**src/sbc_pkg.sv**
```systemverilog
// Purpose: Shared constants and state types of the sensor board command interpreter.
// Assumes: Byte-wide command and response streams, eight channels, one core clock.
// Notes:   Opcodes that carry a channel use the low three bits for it.
package sbc_pkg;

    localparam int unsigned NUM_CHAN        = 8;
    localparam int unsigned NUM_TC_TYPES    = 9;
    localparam int unsigned CLK_FREQ_MHZ    = 100;
    localparam int unsigned EXEC_LIMIT_US   = 30;
    localparam int unsigned EXEC_LIMIT_CYC  = EXEC_LIMIT_US * CLK_FREQ_MHZ;
    localparam int unsigned CJ_PERIOD_DEF   = 50000;
    localparam int unsigned GAIN_FRAC       = 8;
    localparam int unsigned DIV_STEPS       = 24;

    localparam logic [7:0]  OP_EXT_PREFIX   = 8'hF0;
    localparam logic [7:0]  SUB_FIRMWARE    = 8'h05;
    localparam logic [7:0]  SUB_MODEL       = 8'h04;
    localparam logic [7:0]  EXT_TRAILER     = 8'h00;
    localparam logic [7:0]  OP_REF_TEMP     = 8'h40;
    localparam logic [7:0]  OP_STD_CAL      = 8'hE0;
    localparam logic [7:0]  OP_GAUGE_ZERO   = 8'hB0;
    localparam logic [7:0]  OP_GAUGE_SPAN   = 8'hD0;
    localparam logic [7:0]  OP_TARE         = 8'h70;
    localparam logic [7:0]  OP_CAL_READBACK = 8'h80;
    localparam logic [7:0]  OP_CAL_RESTORE  = 8'h90;

    localparam logic [2:0]  ARGS_EXT        = 3'h2;
    localparam logic [2:0]  ARGS_STD_CAL    = 3'h3;
    localparam logic [2:0]  ARGS_SPAN       = 3'h2;
    localparam logic [2:0]  ARGS_RESTORE    = 3'h6;
    localparam logic [2:0]  RESP_WORD       = 3'h2;
    localparam logic [2:0]  RESP_CAL_DATA   = 3'h6;
    localparam logic [2:0]  RESP_ONE        = 3'h1;
    localparam logic [7:0]  STD_DONE_BYTE   = 8'h00;

    localparam logic [1:0]  SEL_STD_5V      = 2'h0;
    localparam logic [1:0]  SEL_STD_500MV   = 2'h1;
    localparam logic [1:0]  SEL_STD_OHM     = 2'h2;
    localparam logic [7:0]  SEL_MAX         = 8'h02;

    localparam logic [15:0] GAIN_SAT        = 16'h7FFF;
    localparam logic [15:0] SEEBECK_DEF     = 16'h0028;

    typedef enum logic [1:0] {
        SBC_IDLE,
        SBC_ARGS,
        SBC_DIV,
        SBC_RESP
    } sbc_state_e;

    typedef struct packed {
        sbc_state_e             state;
        logic [2:0]             need;
        logic [7:0]             op;
        logic [39:0]            args;
        logic [47:0]            resp;
        logic [2:0]             resp_left;
        logic                   ready;
        logic                   resp_on;
        logic                   std_locked;
        logic                   std_write;
        logic [1:0]             std_sel;
        logic [2:0]             std_chan;
        logic [15:0]            std_value;
        logic [7:0][15:0]       zero;
        logic [7:0][15:0]       gain;
        logic [7:0][15:0]       tare;
        logic [7:0][15:0]       last_raw;
        logic [7:0]             cal_ok;
        logic [8:0][15:0]       comp;
        logic [15:0]            cj_timer;
        logic                   cj_req;
        logic [7:0]             excite;
        logic                   tc_valid;
        logic [2:0]             tc_chan;
        logic [15:0]            tc_volt;
        logic                   g_valid;
        logic [2:0]             g_chan;
        logic [15:0]            g_data;
        logic [23:0]            div_q;
        logic [16:0]            div_rem;
        logic [15:0]            div_d;
        logic [4:0]             div_cnt;
        logic                   div_neg;
    } sbc_state_s;

endpackage

```
**src/sbc_core.sv**
```systemverilog
// Purpose: Command interpreter for miscellaneous, standards and gauge commands, plus scan-side correction.
// Assumes: Command bytes arrive as one-cycle strobes from the board handshake on the same clock.
// Notes:   All state except the reset synchroniser and busy_cyc lives in one struct; responses are shifted out high byte first.
`timescale 1ns/1ps

// Contract
// Bytes 240,5,0 return firmware version times 100, high byte first.
// Opcode 64 returns signed reference temperature, 0.1 C per count, high first.
// Without a reference sensor the two temperature bytes still come, meaningless.
// Bytes 240,4,0 return the 16-bit model identity, high byte first.
// Standards calibration is 224+channel, selector, then reference word high first.
// Selector 0 is 5 V, 1 is 500 mV, 2 is the resistance standard.
// A finished standards calibration returns exactly one don't-care byte.
// Host calibrates 5 V, then 500 mV, then the resistance standard.
// New standard takes effect only after reset; reset between calibrations.
// Cold junction is measured periodically; compensation computed for every type.
// Thermocouple voltage gets compensation added before conversion.
// Gauge excitation only while that gauge channel is scanned.
// Reset discards every gauge zero and span calibration.
// Opcode 176+channel records the present reading as the gauge zero.
// Opcode 208+channel plus word scales so the present load gives that word.
// After tare, the stored tare is subtracted from every later gross reading.
// Calibration read back may be written back to restore a gauge.
// Each command completes within 30 us, handshake excluded.
// A selector above 2 is ignored and stores no standard.
module sbc_core
    import sbc_pkg::*;
#(
    parameter logic [15:0] FW_VERSION = 16'h0064,
    parameter logic [15:0] MODEL_ID   = 16'h1234,
    parameter int unsigned CJ_PERIOD  = CJ_PERIOD_DEF
)(
    input  wire logic                  core_clk_in,
    input  wire logic                  reset_n_in,
    input  wire logic                  cmd_valid_in,
    input  wire logic [7:0]            cmd_byte_in,
    output logic                       cmd_ready_out,
    output logic                       resp_valid_out,
    output logic [7:0]                 resp_byte_out,
    input  wire logic                  resp_ack_in,
    input  wire logic [15:0]           cj_temp_in,
    input  wire logic                  cj_valid_in,
    output logic                       cj_req_out,
    input  wire logic [7:0]            gauge_mask_in,
    input  wire logic [7:0]            tc_mask_in,
    input  wire logic [7:0][3:0]       tc_type_in,
    input  wire logic                  scan_active_in,
    input  wire logic [2:0]            scan_chan_in,
    input  wire logic                  sample_valid_in,
    input  wire logic [2:0]            sample_chan_in,
    input  wire logic [15:0]           sample_raw_in,
    output logic [7:0]                 excite_out,
    output logic                       tc_valid_out,
    output logic [2:0]                 tc_chan_out,
    output logic [15:0]                tc_volt_out,
    output logic                       gauge_valid_out,
    output logic [2:0]                 gauge_chan_out,
    output logic [15:0]                gauge_data_out,
    output logic                       std_write_out,
    output logic [1:0]                 std_sel_out,
    output logic [2:0]                 std_chan_out,
    output logic [15:0]                std_value_out
);

    logic [1:0]   rst_sync_ff;
    logic         rst_n;
    sbc_state_s   st_ff;
    sbc_state_s   nxt_st;

    // Release is synchronised so all flops leave reset on the same edge
    always_ff @(posedge core_clk_in or negedge reset_n_in)
    begin
        if (!reset_n_in)
            rst_sync_ff <= 2'b00;
        else
            rst_sync_ff <= {rst_sync_ff[0], 1'b1};
    end
    assign rst_n = rst_sync_ff[1];

    function automatic logic [15:0] gross_of(input logic [15:0] raw, input logic [15:0] zr,
                                             input logic [15:0] gn);
        logic signed [16:0] diff;
        logic signed [33:0] prod;
        diff = $signed({raw[15], raw}) - $signed({zr[15], zr});
        prod = diff * $signed({gn[15], gn});
        return prod[GAIN_FRAC +: 16];
    endfunction

    always_comb
    begin
        logic [15:0]        expect_w;
        logic signed [16:0] delta;
        logic [16:0]        delta_abs;
        logic [16:0]        rem2;
        logic [2:0]         ch;
        logic [7:0]         b;
        logic signed [31:0] cprod;
        logic [15:0]        qsat;
        expect_w  = 16'h0000;
        delta     = 17'sh00000;
        delta_abs = 17'h00000;
        rem2      = 17'h00000;
        ch        = st_ff.op[2:0];
        b         = cmd_byte_in;
        cprod     = 32'sh00000000;
        qsat      = 16'h0000;
        nxt_st    = st_ff;
        nxt_st.std_write = 1'b0;
        nxt_st.tc_valid  = 1'b0;
        nxt_st.g_valid   = 1'b0;
        nxt_st.cj_req    = 1'b0;

        // Periodic cold-junction request and refresh of every type's compensation
        if (st_ff.cj_timer == 16'(CJ_PERIOD - 1))
        begin
            nxt_st.cj_timer = 16'h0000;
            nxt_st.cj_req   = 1'b1;
        end
        else
            nxt_st.cj_timer = st_ff.cj_timer + 16'h0001;
        if (cj_valid_in)
        begin
            for (int t = 0; t < NUM_TC_TYPES; t++)
            begin
                cprod = $signed(cj_temp_in) * $signed(SEEBECK_DEF);
                nxt_st.comp[t] = cprod[GAIN_FRAC +: 16];
            end
        end

        for (int i = 0; i < NUM_CHAN; i++)
            nxt_st.excite[i] = scan_active_in && (scan_chan_in == 3'(i)) && gauge_mask_in[i];

        if (sample_valid_in)
        begin
            if (tc_mask_in[sample_chan_in])
            begin
                nxt_st.tc_valid = 1'b1;
                nxt_st.tc_chan  = sample_chan_in;
                nxt_st.tc_volt  = sample_raw_in + st_ff.comp[tc_type_in[sample_chan_in]];
            end
            if (gauge_mask_in[sample_chan_in])
            begin
                nxt_st.last_raw[sample_chan_in] = sample_raw_in;
                nxt_st.g_valid = st_ff.cal_ok[sample_chan_in];
                nxt_st.g_chan  = sample_chan_in;
                nxt_st.g_data  = gross_of(sample_raw_in, st_ff.zero[sample_chan_in],
                                          st_ff.gain[sample_chan_in]) - st_ff.tare[sample_chan_in];
            end
        end

        unique case (st_ff.state)
            SBC_IDLE:
            begin
                if (cmd_valid_in)
                begin
                    nxt_st.op   = b;
                    ch          = b[2:0];
                    if (b == OP_EXT_PREFIX)
                    begin
                        nxt_st.need  = ARGS_EXT;
                        nxt_st.state = SBC_ARGS;
                    end
                    else if (b == OP_REF_TEMP)
                    begin
                        // Reply is sent even with no sensor attached, so the host never hangs
                        nxt_st.resp      = {cj_temp_in, 32'h00000000};
                        nxt_st.resp_left = RESP_WORD;
                        nxt_st.state     = SBC_RESP;
                    end
                    else if (b[7:3] == OP_STD_CAL[7:3])
                    begin
                        nxt_st.need  = ARGS_STD_CAL;
                        nxt_st.state = SBC_ARGS;
                    end
                    else if (b[7:3] == OP_GAUGE_SPAN[7:3])
                    begin
                        nxt_st.need  = ARGS_SPAN;
                        nxt_st.state = SBC_ARGS;
                    end
                    else if (b[7:3] == OP_CAL_RESTORE[7:3])
                    begin
                        nxt_st.need  = ARGS_RESTORE;
                        nxt_st.state = SBC_ARGS;
                    end
                    else if (b[7:3] == OP_GAUGE_ZERO[7:3])
                    begin
                        nxt_st.zero[ch]   = nxt_st.last_raw[ch];
                        nxt_st.tare[ch]   = 16'h0000;
                        nxt_st.cal_ok[ch] = 1'b0;
                    end
                    else if (b[7:3] == OP_TARE[7:3])
                    begin
                        if (st_ff.cal_ok[ch])
                            nxt_st.tare[ch] = gross_of(st_ff.last_raw[ch], st_ff.zero[ch], st_ff.gain[ch]);
                    end
                    else if (b[7:3] == OP_CAL_READBACK[7:3])
                    begin
                        nxt_st.resp      = {st_ff.zero[ch], st_ff.gain[ch], st_ff.tare[ch]};
                        nxt_st.resp_left = RESP_CAL_DATA;
                        nxt_st.state     = SBC_RESP;
                    end
                end
            end
            SBC_ARGS:
            begin
                if (cmd_valid_in)
                begin
                    nxt_st.args = {st_ff.args[31:0], b};
                    nxt_st.need = st_ff.need - 3'h1;
                    if (st_ff.need == 3'h1)
                    begin
                        nxt_st.state = SBC_IDLE;
                        if (st_ff.op == OP_EXT_PREFIX)
                        begin
                            // Unknown sub-codes or a bad trailer are dropped silently
                            if (b == EXT_TRAILER && st_ff.args[7:0] == SUB_FIRMWARE)
                            begin
                                nxt_st.resp      = {FW_VERSION, 32'h00000000};
                                nxt_st.resp_left = RESP_WORD;
                                nxt_st.state     = SBC_RESP;
                            end
                            else if (b == EXT_TRAILER && st_ff.args[7:0] == SUB_MODEL)
                            begin
                                nxt_st.resp      = {MODEL_ID, 32'h00000000};
                                nxt_st.resp_left = RESP_WORD;
                                nxt_st.state     = SBC_RESP;
                            end
                        end
                        else if (st_ff.op[7:3] == OP_STD_CAL[7:3])
                        begin
                            // One store per reset: the new standard only acts after the next reset
                            if (!st_ff.std_locked && st_ff.args[15:8] <= SEL_MAX)
                            begin
                                nxt_st.std_write  = 1'b1;
                                nxt_st.std_locked = 1'b1;
                                nxt_st.std_sel    = st_ff.args[9:8];
                                nxt_st.std_chan   = st_ff.op[2:0];
                                nxt_st.std_value  = {st_ff.args[7:0], b};
                            end
                            nxt_st.resp      = {STD_DONE_BYTE, 40'h0000000000};
                            nxt_st.resp_left = RESP_ONE;
                            nxt_st.state     = SBC_RESP;
                        end
                        else if (st_ff.op[7:3] == OP_GAUGE_SPAN[7:3])
                        begin
                            expect_w  = {st_ff.args[7:0], b};
                            delta     = $signed({st_ff.last_raw[ch][15], st_ff.last_raw[ch]})
                                        - $signed({st_ff.zero[ch][15], st_ff.zero[ch]});
                            delta_abs = delta[16] ? 17'(-delta) : 17'(delta);
                            nxt_st.div_d   = (delta_abs[16] || delta_abs[15]) ? GAIN_SAT : delta_abs[15:0];
                            nxt_st.div_q   = {(expect_w[15] ? 16'(-expect_w) : expect_w), 8'h00};
                            nxt_st.div_neg = expect_w[15] ^ delta[16];
                            nxt_st.div_rem = 17'h00000;
                            nxt_st.div_cnt = 5'(DIV_STEPS);
                            nxt_st.state   = SBC_DIV;
                        end
                        else
                        begin
                            nxt_st.zero[ch]   = st_ff.args[39:24];
                            nxt_st.gain[ch]   = st_ff.args[23:8];
                            nxt_st.tare[ch]   = {st_ff.args[7:0], b};
                            nxt_st.cal_ok[ch] = 1'b1;
                        end
                    end
                end
            end
            SBC_DIV:
            begin
                // Bit-serial divide keeps the span path small; 24 steps fit easily in the time budget
                if (st_ff.div_cnt != 5'h00)
                begin
                    rem2 = {st_ff.div_rem[15:0], st_ff.div_q[23]};
                    nxt_st.div_q = {st_ff.div_q[22:0], 1'b0};
                    if (rem2 >= {1'b0, st_ff.div_d})
                    begin
                        rem2 = rem2 - {1'b0, st_ff.div_d};
                        nxt_st.div_q[0] = 1'b1;
                    end
                    nxt_st.div_rem = rem2;
                    nxt_st.div_cnt = st_ff.div_cnt - 5'h01;
                end
                else
                begin
                    qsat = (st_ff.div_q[23:15] != 9'h000) ? GAIN_SAT : st_ff.div_q[15:0];
                    nxt_st.gain[ch]   = st_ff.div_neg ? 16'(-qsat) : qsat;
                    nxt_st.cal_ok[ch] = 1'b1;
                    nxt_st.state      = SBC_IDLE;
                end
            end
            SBC_RESP:
            begin
                if (resp_ack_in)
                begin
                    nxt_st.resp      = {st_ff.resp[39:0], 8'h00};
                    nxt_st.resp_left = st_ff.resp_left - 3'h1;
                    if (st_ff.resp_left == 3'h1)
                        nxt_st.state = SBC_IDLE;
                end
            end
        endcase
        nxt_st.ready = (nxt_st.state == SBC_IDLE) || (nxt_st.state == SBC_ARGS);
        nxt_st.resp_on = (nxt_st.state == SBC_RESP);
    end

    always_ff @(posedge core_clk_in or negedge rst_n)
    begin
        if (!rst_n)
        begin
            st_ff       <= '0;
            st_ff.state <= SBC_IDLE;
            st_ff.ready <= 1'b1;
        end
        else
            st_ff <= nxt_st;
    end
    assign cmd_ready_out   = st_ff.ready;
    assign resp_valid_out  = st_ff.resp_on;
    assign resp_byte_out   = st_ff.resp[47:40];
    assign cj_req_out      = st_ff.cj_req;
    assign excite_out      = st_ff.excite;
    assign tc_valid_out    = st_ff.tc_valid;
    assign tc_chan_out     = st_ff.tc_chan;
    assign tc_volt_out     = st_ff.tc_volt;
    assign gauge_valid_out = st_ff.g_valid;
    assign gauge_chan_out  = st_ff.g_chan;
    assign gauge_data_out  = st_ff.g_data;
    assign std_write_out   = st_ff.std_write;
    assign std_sel_out     = st_ff.std_sel;
    assign std_chan_out    = st_ff.std_chan;
    assign std_value_out   = st_ff.std_value;
    // Busy time from the command's last byte until the interpreter is idle or answering
    logic [11:0] busy_cyc;
    always_ff @(posedge core_clk_in or negedge rst_n)
    begin
        if (!rst_n)
            busy_cyc <= 12'h000;
        else if (st_ff.state == SBC_DIV)
            busy_cyc <= busy_cyc + 12'h001;
        else
            busy_cyc <= 12'h000;
    end
endmodule

```
**config.mk**
```make
export PLATFORM = sky130hd
export DESIGN_NAME = sbc_core
export DESIGN_NICKNAME = d
export VERILOG_FILES = /design/src/sbc_pkg.sv /design/src/sbc_core.sv
export SDC_FILE = /design/constraint.sdc
export NUM_CORES = 2
export LEC_CHECK = 0
export BUFFER_PORTS_ARGS = -buffer_cell sky130_fd_sc_hd__buf_2
export CAP_MARGIN = 40
export CORE_MARGIN = 5
export CORE_UTILIZATION = 25
export DETAILED_ROUTE_END_ITERATION = 7
export GPL_ROUTABILITY_DRIVEN = 0
export PLACE_DENSITY = 0.43
export SLEW_MARGIN = 10
export SYNTH_ARGS = -nofsm -noshare
export SYNTH_HDL_FRONTEND = slang
export SYNTH_SLANG_ARGS = --single-unit
```
**constraint.sdc**
```tcl
create_clock -name core_clk_in -period 24.2 [get_ports core_clk_in]
set_input_delay 2.42 -clock core_clk_in [delete_from_list [all_inputs] [get_ports core_clk_in]]
set_output_delay 2.42 -clock core_clk_in [all_outputs]
set_load 0.02 [all_outputs]
```
==> results.txt <==
fraction of synthesized cell area in xor and xnor cells - 3.22%
drt via density - 5.53
Die Height - 507 um
most frequent CP cell - fa_1
Post-Synth Adder-Cell Area - 18.0%
crit-path max cell delay - 0.71 ns
post-synthesis compound-gate area fraction - 21.2%
fmax - 0.0690 GHz
vias in the first global route - 56100
unrepaired setup endpoints after global routing - no
share of cells above drive strength 1 - 14.8%
Post-CTS Resized - 0
hold_buf cts - 0
ys async rst share - 100%
Yosys warnings - 0
data arrival time of the worst path - 15.18 ns
CP Buf/Inv Count - 12
syn_area_per_cell - 9.25 um2
mux contribution to synthesized area - 6.04%
reg2reg setup slack - 13.31 ns
GR Util met1 - 29.0%
Period minus WS final - 14.50 ns
final-report setup violation count - 0
Die X - 507 um
slowest stage cell, crit path - o41ai_2
period utilisation layout - 59.9%
antenna-violating nets left - 0
Main synth FF type - dfrtp_1
largest family of logic cells by synthesized area - compound AO/OA/AOI/OAI gates
Synth top area share - 32.1%
root buffer cell - clkbuf_16
Fin Clk Skew - 0.0718 ns
met3 Use GR - 5.28%
TritonCTS Buffers - 99
initial antenna violation count - 26
Reg clk slew, reported paths - 0.06 ns
maxcap violations - 0
Starting Density - 25.1%
Yosys cell types - 96
Core Region - 246000 um2
total clock sinks - 793
GRT busiest layer - met2
Pre-antenna DRT Iters - 6
dpl cells - 9875
Die Area - 257000 um2
Fill cells - 26000
largest net degree at the start of global routing - 167
Area contributors post-synth - dfrtp_1 (32%), fa_1 (12%), a22oi_1 (5.8%)
Non-Filler Instances - 10100
H-tree levels - 3
Post-Syn Area - 61800 um2
outcome - completed
CP Max Fanout - 43
Post-DP HPWL - 207 mm
met2 Use GR - 32.7%
Slew Limit Fails - 0
Core Rows - 182
Clock Tree Buf Depth - 3
DR DRC count - 0
Area growth syn-to-layout - 14.6%
Startpoint Class - input pin
Largest delay share family, worst path - adder cells
Hold/Removal Path Class - reg2async
WS Path Type - in2reg
CP Capture Type - flip-flop
TritonCTS clock tree - yes
Synth area leader - dfrtp_1
Net Count, Synth - 7438
port bufs - 181
WL/cell - 28.4 um
1st-iter DRT viols - 6195
Mapped Cells - 6678
via count - 55600
Worst Tran Pin Value - 1.09 ns
Setup Buffers After CTS - 0
IO Pins - 182
CP required - 24.88 ns
gr usage total - 21.6%
total detailed-routing wirelength - 286 mm
gr ovfl total - 0
Relative slew margins - 27.4%
setup TNS after final layout - 0 ns
Final #Nets - 7517
Final Hold Vio Count - 0
simple-gate portion of the synthesized area - 12.8%
register bit total from synthesis - 793
Post-synth EDFFs - 0
Worst-Skew Late Latency - 0.80 ns
global-route wire length before repair - 411 mm
sequential cell area fraction in the yosys report - 32.1%
[state kept, by name, summed over array words and instances, names as in the netlist, 2 cells and up]
name	count
st_ff	710
gauge_data_out	16
std_value_out	16
tc_volt_out	16
excite_out	8
resp_byte_out	8
gauge_chan_out	3
std_chan_out	3
tc_chan_out	3
rst_sync_ff	2
std_sel_out	2
[worst paths after layout]
| check | from | to | cells after the start |
|---|---|---|---|
| max | cmd_byte_in[0] | st_ff[471] | 44 |
| min reg2reg | rst_sync_ff[1] | st_ff[899] | 0 |
| min | rst_sync_ff[1] | st_ff[899] | 0 |
| min in group core_clk_in | rst_sync_ff[0] | rst_sync_ff[1] | 0 |
| max in group asynchronous | rst_sync_ff[1] | st_ff[509] | 4 |
| max reg2reg | st_ff[328] | st_ff[471] | 38 |
[routing by layer]
metal | up-vias | routed length [um]
met5 | - | 54
met4 | 8 | 14400
met3 | 696 | 25800
met2 | 2953 | 123000
met1 | 28200 | 122000
li1 | 23700 | -
[logic make-up (layout without fill, tap and decap cells)]
| family | Yosys count | in the layout |
|---|---|---|
| flip-flops | 793 | 793 |
| other | 1 | 8 |
| AO/OA/AOI/OAI | 1925 | 1925 |
| buffers and inverters | 1003 | 1157 |
| AND/OR/NAND/NOR | 1762 | 1762 |
| XOR/XNOR | 223 | 223 |
| adder cells (fa/ha/maj) | 659 | 659 |
| multiplexers | 312 | 312 |
[synthesized netlist by cell type (25+ instances only)]
library cell / instances
clkbuf_1: 302
o22ai_1: 86
nor2b_1: 45
and3_1: 50
o21a_1: 36
inv_1: 531
a22o_1: 137
dfrtp_1: 792
nor3_1: 54
a21o_1: 65
nor2_1: 459
mux2_2: 238
nand3_1: 44
o21ai_0: 433
xor2_1: 75
ha_1: 277
o21bai_1: 26
mux2i_1: 49
nand2b_1: 28
xnor2_1: 145
a221oi_1: 59
and2_1: 54
buf_1: 58
and4_1: 29
a22oi_1: 478
nand4_1: 54
o211ai_1: 25
nand2_1: 823
fa_1: 382
a21oi_1: 300
o221ai_1: 65
buf_4: 82
or3_1: 27
o31ai_1: 27
[metrics by stage]
stage	utilization (%)	hold WS, ns	area [um2]	worst slack [ns]
CTS	28.8	0.351	70800	9.85
finish	28.8	0.337	70800	9.70
global placement	27.1	0.334	66600	9.09
floorplan	-	0.331	61800	0.461
detailed placement	27.4	0.337	67500	9.07
global route	28.8	0.354	70800	9.29
[cell usage in the layout (no fill, tap or decap), types with 65 or more instances in the layout]
cell and count:
a22o_1 136, buf_4 220, ha_1 275, xor2_1 74, a21o_1 65, a21oi_1 299
buf_2 182, xnor2_1 142, nand2_1 822, dfrtp_1 791, inv_1 531, clkbuf_16 99
o21ai_0 433, o22ai_1 86, mux2_2 238, fa_1 382, a22oi_1 478, nor2_1 434
[final cells by class]
cell class | count | area, um2 | area share [%]
inverter | 536 | 2010 | 2.84
tap | 3220 | 4030 | 5.69
clock inverter | 35 | 480 | 0.678
antenna | 7 | 17.5 | 0.0247
timing repair buffer | 445 | 3330 | 4.70
multi-input combinational | 4882 | 38300 | 54.1
clock buffer | 141 | 2820 | 3.98
sequential | 793 | 19800 | 28.0
Power is left out: the tool's default activity adds up to more than one toggle a clock period on the data nets, which glitch-free logic cannot reach.
